===== src/design/tcr_pkg.sv =====
// tcr_pkg: register map, reset values, field positions and scale figures
// of the thermal charge configuration slice.
// assumes: one 8-bit register address space driven by the serial bus slave.
`default_nettype none

package tcr_pkg;

  // --------------------------------------------------------------------------
  // register offsets
  // --------------------------------------------------------------------------
  localparam logic [7:0] TCR_OFS_REDUCTION = 8'h61;
  localparam logic [7:0] TCR_OFS_COLD      = 8'h62;
  localparam logic [7:0] TCR_OFS_COOL      = 8'h63;
  localparam logic [7:0] TCR_OFS_WARM      = 8'h64;
  localparam logic [7:0] TCR_OFS_HOT       = 8'h65;
  localparam logic [7:0] TCR_OFS_PART_ID   = 8'h6F;

  // --------------------------------------------------------------------------
  // reset values
  // --------------------------------------------------------------------------
  localparam logic [7:0] TCR_RST_REDUCTION = 8'h34;
  localparam logic [7:0] TCR_RST_COLD      = 8'h7C;
  localparam logic [7:0] TCR_RST_COOL      = 8'h6D;
  localparam logic [7:0] TCR_RST_WARM      = 8'h38;
  localparam logic [7:0] TCR_RST_HOT       = 8'h27;
  // value is arbitrary, not that of any real part
  localparam logic [7:0] TCR_PART_ID_DEF   = 8'h5A;
  localparam logic [7:0] TCR_UNMAPPED_READ = 8'h00;

  // --------------------------------------------------------------------------
  // field positions in the reduction register
  // --------------------------------------------------------------------------
  localparam int TCR_VRED_MSB = 6;
  localparam int TCR_VRED_LSB = 4;
  localparam int TCR_ISCL_MSB = 2;
  localparam int TCR_ISCL_LSB = 0;

  // --------------------------------------------------------------------------
  // scale figures
  // --------------------------------------------------------------------------
  localparam int TCR_VRED_STEP_MV = 50;   // per code of warm_voltage_reduction
  localparam int TCR_ISCL_EIGHTHS = 8;    // current scale is in eighths
  localparam int TCR_ISCL_SHIFT   = 3;    // log2 of the eighths

  typedef enum {
    TCR_ZONE_COLD,
    TCR_ZONE_COOL,
    TCR_ZONE_NORMAL,
    TCR_ZONE_WARM,
    TCR_ZONE_HOT
  } tcr_zone_e;

endpackage : tcr_pkg

`default_nettype wire


===== src/design/tcr_zone_if.sv =====
// tcr_zone_if: carries thresholds and reading to the zone classifier and
// the zone back to the register slice.
// assumes: both ends on CLK_IN.
`default_nettype none

interface tcr_zone_if
  import tcr_pkg::*;
  #(parameter int ADC_W = 8);
  logic [7:0]       cold_threshold_code;
  logic [7:0]       cool_threshold_code;
  logic [7:0]       warm_threshold_code;
  logic [7:0]       hot_threshold_code;
  logic [ADC_W-1:0] thermistor_input;
  tcr_zone_e        zone;

  modport owner (output cold_threshold_code, cool_threshold_code, warm_threshold_code,
                 hot_threshold_code, thermistor_input, input zone);
  modport classifier (input cold_threshold_code, cool_threshold_code, warm_threshold_code,
                      hot_threshold_code, thermistor_input, output zone);
endinterface : tcr_zone_if

`default_nettype wire

===== src/design/tcr_thermal_regs.sv =====
// tcr_thermal_regs: thermal charge configuration registers and the
// regulation target and current derating they steer.
// assumes: the serial bus slave gives one-cycle write and read strobes on CLK_IN;
// the measurement front end gives a same-clock digitized thermistor code.
`default_nettype none

module tcr_thermal_regs
  import tcr_pkg::*;
  #(
  parameter int         VREG_W  = 13,   // regulation target in mV
  parameter int         FAST_CHARGE_CURRENT_W  = 10,   // fast-charge current code width
  parameter int         ADC_W   = 8,
  parameter logic [7:0] PART_ID = TCR_PART_ID_DEF
) (
  input  wire logic              CLK_IN,
  input  wire logic              ARST_N_IN,
  input  wire logic [7:0]        REG_ADDR_IN,
  input  wire logic              REG_WR_IN,
  input  wire logic [7:0]        REG_WDATA_IN,
  input  wire logic              REG_RD_IN,
  output var  logic [7:0]        REG_RDATA_OUT,
  output var  logic              REG_RVALID_OUT,
  input  wire logic [ADC_W-1:0]  THERMISTOR_IN,
  input  wire logic [VREG_W-1:0] VREG_TARGET_IN,
  input  wire logic [FAST_CHARGE_CURRENT_W-1:0] FAST_CHARGE_CURRENT_IN,
  output var  logic [VREG_W-1:0] VREG_TARGET_OUT,
  output var  logic [FAST_CHARGE_CURRENT_W-1:0] FAST_CHARGE_CURRENT_OUT,
  output var  logic [2:0]        ZONE_OUT,
  output var  logic              CHARGE_SUSPEND_OUT
);

  // --------------------------------------------------------------------------
  // helpers
  // --------------------------------------------------------------------------
  function automatic logic [VREG_W-1:0] vred_mv(input logic [2:0] code);
    vred_mv = VREG_W'(int'(code) * TCR_VRED_STEP_MV);
  endfunction

  function automatic logic [FAST_CHARGE_CURRENT_W-1:0] iscale(input logic [FAST_CHARGE_CURRENT_W-1:0] i, input logic [2:0] code);
    logic [FAST_CHARGE_CURRENT_W+3:0] prod;
    prod = (FAST_CHARGE_CURRENT_W + 4)'(i) * (FAST_CHARGE_CURRENT_W + 4)'(TCR_ISCL_EIGHTHS - int'(code));
    iscale = prod[FAST_CHARGE_CURRENT_W+TCR_ISCL_SHIFT-1:TCR_ISCL_SHIFT];
  endfunction

  function automatic logic [2:0] zone_code(input tcr_zone_e z);
    zone_code = 3'(z);
  endfunction

  // --------------------------------------------------------------------------
  // register file
  // --------------------------------------------------------------------------
  logic [7:0] reduction_q;
  logic [7:0] cold_q;
  logic [7:0] cool_q;
  logic [7:0] warm_q;
  logic [7:0] hot_q;

  // reserved bits 7 and 3 are stored like any other bit
  always_ff @(posedge CLK_IN or negedge ARST_N_IN) begin
    if (!ARST_N_IN) begin
      reduction_q <= TCR_RST_REDUCTION;
    end else if (REG_WR_IN && REG_ADDR_IN == TCR_OFS_REDUCTION) begin
      reduction_q <= REG_WDATA_IN;
    end
  end

  always_ff @(posedge CLK_IN or negedge ARST_N_IN) begin
    if (!ARST_N_IN) begin
      cold_q <= TCR_RST_COLD;
      cool_q <= TCR_RST_COOL;
      warm_q <= TCR_RST_WARM;
      hot_q  <= TCR_RST_HOT;
    end else if (REG_WR_IN) begin
      unique case (REG_ADDR_IN)
        TCR_OFS_COLD: begin
          cold_q <= REG_WDATA_IN;
        end
        TCR_OFS_COOL: begin
          cool_q <= REG_WDATA_IN;
        end
        TCR_OFS_WARM: begin
          warm_q <= REG_WDATA_IN;
        end
        TCR_OFS_HOT: begin
          hot_q <= REG_WDATA_IN;
        end
        default: begin
        end
      endcase
    end
  end

  // --------------------------------------------------------------------------
  // read port
  // --------------------------------------------------------------------------
  logic [7:0] rdata_d;

  // unmapped offsets read as zero rather than echoing a neighbour
  always_comb begin
    unique case (REG_ADDR_IN)
      TCR_OFS_REDUCTION: begin
        rdata_d = reduction_q;
      end
      TCR_OFS_COLD: begin
        rdata_d = cold_q;
      end
      TCR_OFS_COOL: begin
        rdata_d = cool_q;
      end
      TCR_OFS_WARM: begin
        rdata_d = warm_q;
      end
      TCR_OFS_HOT: begin
        rdata_d = hot_q;
      end
      TCR_OFS_PART_ID: begin
        rdata_d = PART_ID;
      end
      default: begin
        rdata_d = TCR_UNMAPPED_READ;
      end
    endcase
  end

  // read data held until the next read
  always_ff @(posedge CLK_IN or negedge ARST_N_IN) begin
    if (!ARST_N_IN) begin
      REG_RDATA_OUT  <= TCR_UNMAPPED_READ;
      REG_RVALID_OUT <= 1'b0;
    end else begin
      REG_RVALID_OUT <= REG_RD_IN;
      if (REG_RD_IN) begin
        REG_RDATA_OUT <= rdata_d;
      end
    end
  end

  // --------------------------------------------------------------------------
  // zone classification
  // --------------------------------------------------------------------------
  tcr_zone_if #(.ADC_W(ADC_W)) zif ();

  assign zif.cold_threshold_code = cold_q;
  assign zif.cool_threshold_code = cool_q;
  assign zif.warm_threshold_code = warm_q;
  assign zif.hot_threshold_code  = hot_q;
  assign zif.thermistor_input    = THERMISTOR_IN;

  tcr_zone_classify u_classify (
    .zif (zif.classifier)
  );

  // --------------------------------------------------------------------------
  // derating
  // --------------------------------------------------------------------------
  logic [2:0]        warm_voltage_reduction;
  logic [2:0]        temp_current_scale;
  logic [VREG_W-1:0] vred;
  logic              is_warm;
  logic              derate_current;

  assign warm_voltage_reduction = reduction_q[TCR_VRED_MSB:TCR_VRED_LSB];
  assign temp_current_scale     = reduction_q[TCR_ISCL_MSB:TCR_ISCL_LSB];
  assign vred                   = vred_mv(warm_voltage_reduction);
  assign is_warm                = zif.zone == TCR_ZONE_WARM;
  // current is derated in both the cool and warm zones
  assign derate_current         = is_warm || zif.zone == TCR_ZONE_COOL;

  // target saturates at zero so a low setpoint cannot wrap round
  always_ff @(posedge CLK_IN or negedge ARST_N_IN) begin
    if (!ARST_N_IN) begin
      VREG_TARGET_OUT <= '0;
    end else if (is_warm) begin
      if (VREG_TARGET_IN > vred) begin
        VREG_TARGET_OUT <= VREG_TARGET_IN - vred;
      end else begin
        VREG_TARGET_OUT <= '0;
      end
    end else begin
      VREG_TARGET_OUT <= VREG_TARGET_IN;
    end
  end

  always_ff @(posedge CLK_IN or negedge ARST_N_IN) begin
    if (!ARST_N_IN) begin
      FAST_CHARGE_CURRENT_OUT <= '0;
    end else if (derate_current) begin
      FAST_CHARGE_CURRENT_OUT <= iscale(FAST_CHARGE_CURRENT_IN, temp_current_scale);
    end else begin
      FAST_CHARGE_CURRENT_OUT <= FAST_CHARGE_CURRENT_IN;
    end
  end

  // --------------------------------------------------------------------------
  // zone report
  // --------------------------------------------------------------------------
  // zone and suspend launch on the same edge as the derated outputs
  always_ff @(posedge CLK_IN or negedge ARST_N_IN) begin
    if (!ARST_N_IN) begin
      ZONE_OUT <= zone_code(TCR_ZONE_NORMAL);
    end else begin
      ZONE_OUT <= zone_code(zif.zone);
    end
  end

  // suspend only at the extremes; cool and warm merely derate
  always_ff @(posedge CLK_IN or negedge ARST_N_IN) begin
    if (!ARST_N_IN) begin
      CHARGE_SUSPEND_OUT <= 1'b0;
    end else begin
      CHARGE_SUSPEND_OUT <= zif.zone == TCR_ZONE_COLD || zif.zone == TCR_ZONE_HOT;
    end
  end

endmodule // tcr_thermal_regs

`default_nettype wire


===== src/design/tcr_zone_classify.sv =====
// tcr_zone_classify: combinational sort of the thermistor reading into zones.
// assumes: thresholds ordered cold > cool > warm > hot; reading is same-clock logic.
`default_nettype none

module tcr_zone_classify
  import tcr_pkg::*;
  (
  tcr_zone_if.classifier zif
);

  // higher voltage means colder battery; ties fall to the milder zone
  always_comb begin
    if (zif.thermistor_input > zif.cold_threshold_code) begin
      zif.zone = TCR_ZONE_COLD;
    end else if (zif.thermistor_input > zif.cool_threshold_code) begin
      zif.zone = TCR_ZONE_COOL;
    end else if (zif.thermistor_input < zif.hot_threshold_code) begin
      zif.zone = TCR_ZONE_HOT;
    end else if (zif.thermistor_input < zif.warm_threshold_code) begin
      zif.zone = TCR_ZONE_WARM;
    end else begin
      zif.zone = TCR_ZONE_NORMAL;
    end
  end

endmodule // tcr_zone_classify

`default_nettype wire


===== config.mk =====
export PLATFORM = sky130hd
export DESIGN_NAME = tcr_thermal_regs
export DESIGN_NICKNAME = d
export VERILOG_FILES = /design/src/design/tcr_pkg.sv /design/src/design/tcr_zone_if.sv /design/src/design/tcr_thermal_regs.sv /design/src/design/tcr_zone_classify.sv
export SDC_FILE = /design/constraint.sdc
export NUM_CORES = 1
export LEC_CHECK = 0
export BUFFER_PORTS_ARGS = -buffer_cell sky130_fd_sc_hd__buf_2
export CAP_MARGIN = 20
export CORE_MARGIN = 5
export CORE_UTILIZATION = 55
export CTS_CLUSTER_DIAMETER = 80
export DETAILED_ROUTE_END_ITERATION = 12
export GPL_TIMING_DRIVEN = 0
export PLACE_DENSITY_LB_ADDON = 0.05
export SLEW_MARGIN = 5
export SYNTH_ARGS = -nofsm -noshare
export SYNTH_HDL_FRONTEND = slang
export SYNTH_SLANG_ARGS = --single-unit

===== constraint.sdc =====
create_clock -name CLK_IN -period 9.3 [get_ports CLK_IN]
set_input_delay 1.395 -clock CLK_IN [delete_from_list [all_inputs] [get_ports CLK_IN]]
set_output_delay 1.395 -clock CLK_IN [all_outputs]
set_load 0.005 [all_outputs]

==> impl_table.tex <==
\begin{tabular}{lr}
\hline
Metric & Value \\
\hline
\multicolumn{2}{l}{\textbf{Status}} \\
Run status & completed \\
\multicolumn{2}{l}{\textbf{Synthesis}} \\
Count of different cell masters after synthesis & between 60 and 70 \\
Ys Warns & 0 \\
Post-Synthesis Cells & between 600 and 700 \\
Dominant cells by area after synthesis & sky130\_fd\_sc\_hd\_\_dfrtp\_1 (24\%), sky130\_fd\_sc\_hd\_\_ha\_1 (15\%), sky130\_fd\_sc\_hd\_\_dfstp\_2 (9.4\%) \\
Average cell area after synthesis & approximately 9.5 um\^{}2 \\
Fraction of post-synthesis cell area in the top cell type by area & about a quarter \\
Register bit total from synthesis & 76 \\
Netlist area before placement & approximately 0.0059 mm\^{}2 \\
Post-synthesis cell type with the largest combined area & sky130\_fd\_sc\_hd\_\_dfrtp\_1 \\
Share of synthesized area occupied by flip-flops and latches & 32.93\% \\
Async S/R FF share, synth & 100.0\% \\
Post-synth top flop & sky130\_fd\_sc\_hd\_\_dfrtp\_1 \\
Number of synthesized flops with an enable pin & 0 \\
Nets in the synthesized netlist & 754 \\
\multicolumn{2}{l}{\textbf{CTS}} \\
CTS Buffer Depth & 2 \\
CTS tree & done \\
Clock-pin slew on the worst setup and hold paths & $\sim$0.080 ns \\
Clock latency at the later pin of the worst-skew pair & between 0.3 and 0.4 ns \\
Depth of the CTS H-tree & 3 \\
Number of buffers added by the clock tree synthesis step & 9 \\
Cts repair resizes & 0 \\
Cell at the root of the clock tree & sky130\_fd\_sc\_hd\_\_clkbuf\_8 \\
Post CTS Setup Buffer Count & 0 \\
Quantity of hold-fixing buffers added after cts & 0 \\
Clock sink total & 76 \\
\multicolumn{2}{l}{\textbf{Route}} \\
Via-per-instance ratio & roughly 5.6 \\
Wirelength per Cell & $\sim$17 um \\
Violation count after the first detailed-route iteration & around 280 \\
Post-DRT Antenna Nets & 0 \\
Drt drc & 0 \\
Total via count in the routed design & 4,761 \\
DRT Pass-1 Iters & 5 \\
Total wire length after detailed routing & roughly 14,000 um \\
\multicolumn{2}{l}{\textbf{Finish}} \\
Layout net count & 850 \\
Filler Cell Count & between 800 and 900 \\
Antenna Diode Count & 0 \\
Area added between synthesis and finish & 13.96\% \\
Proportion of layout cells with a drive suffix above 1 & between 20\% and 30\% \\
\multicolumn{2}{l}{\textbf{Timing}} \\
Final min period & between 5 and 6 ns \\
Final setup fails & 0 \\
Hold violation total from the final report & 0 \\
Slew at the pin closest to its max-slew limit & $\sim$0.85 ns \\
Setup tns final & 0 ns \\
Max transition margin & approximately 43\% \\
Share of the clock period used by the worst path & about three fifths \\
Number of pins with negative max-slew slack in the final report & 0 \\
Setup repair after global routing missed its margin & false \\
Worst Skew & $\sim$0.014 ns \\
Max frequency & 181.6 MHz \\
\multicolumn{2}{l}{\textbf{Worst hold path}} \\
Worst min path class & reg2reg \\
\multicolumn{2}{l}{\textbf{Critical path}} \\
Critical Path Max Stage Delay & between 0.6 and 0.7 ns \\
Crit-path max FO & 10 \\
R2r startpoint & reduction\_q[0]\$\_DFFE\_PN0P\_ \\
Endpoint required time on the critical path & roughly 9.5 ns \\
Crit path from & reduction\_q[0]\$\_DFFE\_PN0P\_ \\
Cells traversed along the worst timing path & clkbuf\_1 -> inv\_1 -> ha\_1 -> xnor2\_1 -> and2\_1 -> ha\_1 -> fa\_1 -> inv\_1 -> fa\_1 -> inv\_1 -> ha\_1 -> o21a\_1 -> o31ai\_1 -> a211oi\_1 -> nor2\_1 -> o2bb2a\_1 -> o2111ai\_1 -> a21oi\_1 \\
Worst reg2reg setup slack & 3.79 ns \\
CP Capture Point & FAST\_CHARGE\_CURRENT\_OUT[9]\$\_DFF\_PN0\_ \\
WP data arrival & 5.74 ns \\
Critical Path Slowest Stage Cell & sky130\_fd\_sc\_hd\_\_xnor2\_1 \\
End of the worst register-to-register path & FAST\_CHARGE\_CURRENT\_OUT[9]\$\_DFF\_PN0\_ \\
Category of the worst setup path launch point & flop \\
Cells on worst reg2reg path & 18 \\
Start-to-end type of the worst setup path & reg2reg \\
Endpoint type of the worst setup path & flop \\
\multicolumn{2}{l}{\textbf{Floorplanning}} \\
Std cell rows & 37 \\
Horizontal die dimension & approximately 110 um \\
Height of the die & approximately 110 um \\
Full die area & approximately 0.013 mm\^{}2 \\
Number of I/O pins & 87 \\
Starting Density & 56.46\% \\
Placeable Area & 0.01037 mm\^{}2 \\
\multicolumn{2}{l}{\textbf{Placement}} \\
Post-detailed-placement half-perimeter wirelength & approximately 11,000 um \\
Port Buffers & 84 \\
Weighted congestion at the end of routability-driven global placement & a little over 0.9 \\
\multicolumn{2}{l}{\textbf{Global routing}} \\
Largest net degree at the start of global routing & 65 \\
Overall routing resource usage & between 20\% and 30\% \\
Total congestion overflow & 0 \\
Number of antenna violations at the first check in global routing & 0 \\
Global-route wire length before repair & 23,890 um \\
Vias in the first global route & $\sim$4,800 \\
\multicolumn{2}{l}{\textbf{Job}} \\
Maximum capacitance violations & 0 \\
\multicolumn{2}{l}{\textbf{Pwr}} \\
Power Dens Cells & between 100 and 150 mW/mm\^{}2 \\
Peak VDD IR & about 0.084 mV \\
Leakage component of the power & about 3.3 nW \\
Final total power & roughly 0.87 mW \\
\hline
\end{tabular}
## synth_stat cells, types with 3 or more instances
cell                       number
sky130_fd_sc_hd__dfstp_2       21
sky130_fd_sc_hd__o21a_1         3
sky130_fd_sc_hd__a22oi_1        9
sky130_fd_sc_hd__a21oi_1       31
sky130_fd_sc_hd__a221oi_1       5
sky130_fd_sc_hd__a21o_1         8
sky130_fd_sc_hd__mux2_4         4
sky130_fd_sc_hd__nand2_2        3
sky130_fd_sc_hd__nor3_1         6
sky130_fd_sc_hd__nand3_2        3
sky130_fd_sc_hd__a22o_1         4
sky130_fd_sc_hd__nand4_1        5
sky130_fd_sc_hd__buf_4          5
sky130_fd_sc_hd__xor2_1         6
sky130_fd_sc_hd__and3_1         4
sky130_fd_sc_hd__buf_2          3
sky130_fd_sc_hd__ha_1          68
sky130_fd_sc_hd__mux2_2        30
sky130_fd_sc_hd__nand2_1       58
sky130_fd_sc_hd__dfrtp_1       55
sky130_fd_sc_hd__xnor2_1        8
sky130_fd_sc_hd__nor3b_1        4
sky130_fd_sc_hd__nor2_1        35
sky130_fd_sc_hd__nand2b_1       6
sky130_fd_sc_hd__o22ai_1        6
sky130_fd_sc_hd__inv_1         90
sky130_fd_sc_hd__mux2i_1        5
sky130_fd_sc_hd__nand3_1        3
sky130_fd_sc_hd__fa_1          16
sky130_fd_sc_hd__clkbuf_1       5
sky130_fd_sc_hd__and2_1        26
sky130_fd_sc_hd__o21ai_0       39
sky130_fd_sc_hd__nor2b_1        8
## worst max-delay path: cells and delay by family (launching register included)
family,cells,cell delay [ns]
xor+xnor,1,0.68
fa+ha+maj,5,1.87
simple gates,2,0.39
buf+inv,4,0.65
flops,1,0.39
compound gates,6,1.38
## cell type report
class,count,area [um^2],area share [%]
timing repair buffer,85,450.4,6.752
clock buffer,12,145.1,2.176
inverter,90,337.8,5.064
multi-input combinational,438,3502,52.49
tap,136,170.2,2.551
buffer,15,86.33,1.294
clock inverter,4,51.30,0.7689
sequential,76,1928,28.90
## metrics by stage
| stage | setup slack (ns) | instances | hold WS, ns | utilization (%) | cell area, um^2 |
|---|---|---|---|---|---|
| 2_1_floorplan | 4.699 | 619 | 0.4787 | - | 5854 |
| 4_1_cts | 3.851 | 856 | 0.5132 | 64.33 | 6671 |
| 3_5_place_dp | 3.880 | 840 | 0.4930 | 62.44 | 6475 |
| 5_1_grt | 3.382 | 856 | 0.5288 | 64.33 | 6671 |
| 6_report | 3.793 | 856 | 0.5180 | 64.33 | 6671 |
| 3_3_place_gp | 3.964 | 839 | 0.4903 | 62.15 | 6445 |
## state kept, by name, indices dropped and copies added, names as in the netlist
name,flops
REG_RVALID_OUT,1
ZONE_OUT,3
FAST_CHARGE_CURRENT_OUT,10
VREG_TARGET_OUT,13
CHARGE_SUSPEND_OUT,1
REG_RDATA_OUT,8
cold_q,8
reduction_q,8
cool_q,8
warm_q,8
hot_q,8
## where the power goes
| part | switching, mW | internal (mW) |
|---|---|---|
| logic | 0.137 | 0.104 |
| clock network | 0.130 | 0.132 |
| registers | 0.00984 | 0.354 |
## layer usage
layer | wire [um] | GRT usage (%) | vias to the layer above
met1 | 6419 | 31.84 | 2303
met2 | 6924 | 38.39 | 150
met5 | 0 | 0 | -
met3 | 873 | 4.439 | 10
met4 | 134 | 5.929 | 0
li1 | - | - | 2298
## cell families (layout without fill, tap and decap cells)
family | after synthesis | after routing | synth area share [%]
AOI/OAI and AO/OA | 126 | 126 | 13.72
xor gates and xnor gates | 14 | 14 | 2.095
adders and majority gates | 84 | 84 | 20.00
buffers and inverters | 105 | 206 | 7.245
DFF | 76 | 76 | 32.93
muxes | 39 | 39 | 7.651
and+or+nand+nor | 175 | 175 | 16.35
## cells in the final DEF, fill, tap and decap left out, types with 5 or more instances in the layout
cell	n
sky130_fd_sc_hd__a21o_1	8
sky130_fd_sc_hd__a21oi_1	31
sky130_fd_sc_hd__a221oi_1	5
sky130_fd_sc_hd__a22oi_1	9
sky130_fd_sc_hd__and2_1	26
sky130_fd_sc_hd__buf_2	86
sky130_fd_sc_hd__buf_4	6
sky130_fd_sc_hd__clkbuf_1	7
sky130_fd_sc_hd__clkbuf_8	10
sky130_fd_sc_hd__dfrtp_1	55
sky130_fd_sc_hd__dfstp_2	21
sky130_fd_sc_hd__fa_1	16
sky130_fd_sc_hd__ha_1	68
sky130_fd_sc_hd__inv_1	90
sky130_fd_sc_hd__mux2_2	30
sky130_fd_sc_hd__mux2i_1	5
sky130_fd_sc_hd__nand2_1	58
sky130_fd_sc_hd__nand2b_1	6
sky130_fd_sc_hd__nand4_1	5
sky130_fd_sc_hd__nor2_1	35
sky130_fd_sc_hd__nor2b_1	8
sky130_fd_sc_hd__nor3_1	6
sky130_fd_sc_hd__o21ai_0	39
sky130_fd_sc_hd__o22ai_1	6
sky130_fd_sc_hd__xnor2_1	8
sky130_fd_sc_hd__xor2_1	6
## worst min-delay path by stage
stage          depth (start not counted)  slack [ns]                    endpoint                  startpoint
6_report                               1        0.52  reduction_q[7]$_DFFE_PN0P_  reduction_q[7]$_DFFE_PN0P_
5_1_grt                                1        0.53  reduction_q[3]$_DFFE_PN0P_  reduction_q[3]$_DFFE_PN0P_
4_1_cts                                1        0.51  reduction_q[3]$_DFFE_PN0P_  reduction_q[3]$_DFFE_PN0P_
3_5_place_dp                           1        0.49  reduction_q[3]$_DFFE_PN0P_  reduction_q[3]$_DFFE_PN0P_
3_3_place_gp                           1        0.49  reduction_q[3]$_DFFE_PN0P_  reduction_q[3]$_DFFE_PN0P_
2_1_floorplan                          1        0.48  reduction_q[7]$_DFFE_PN0P_  reduction_q[7]$_DFFE_PN0P_
No activity file was read; power rests on OpenSTA's default activity.
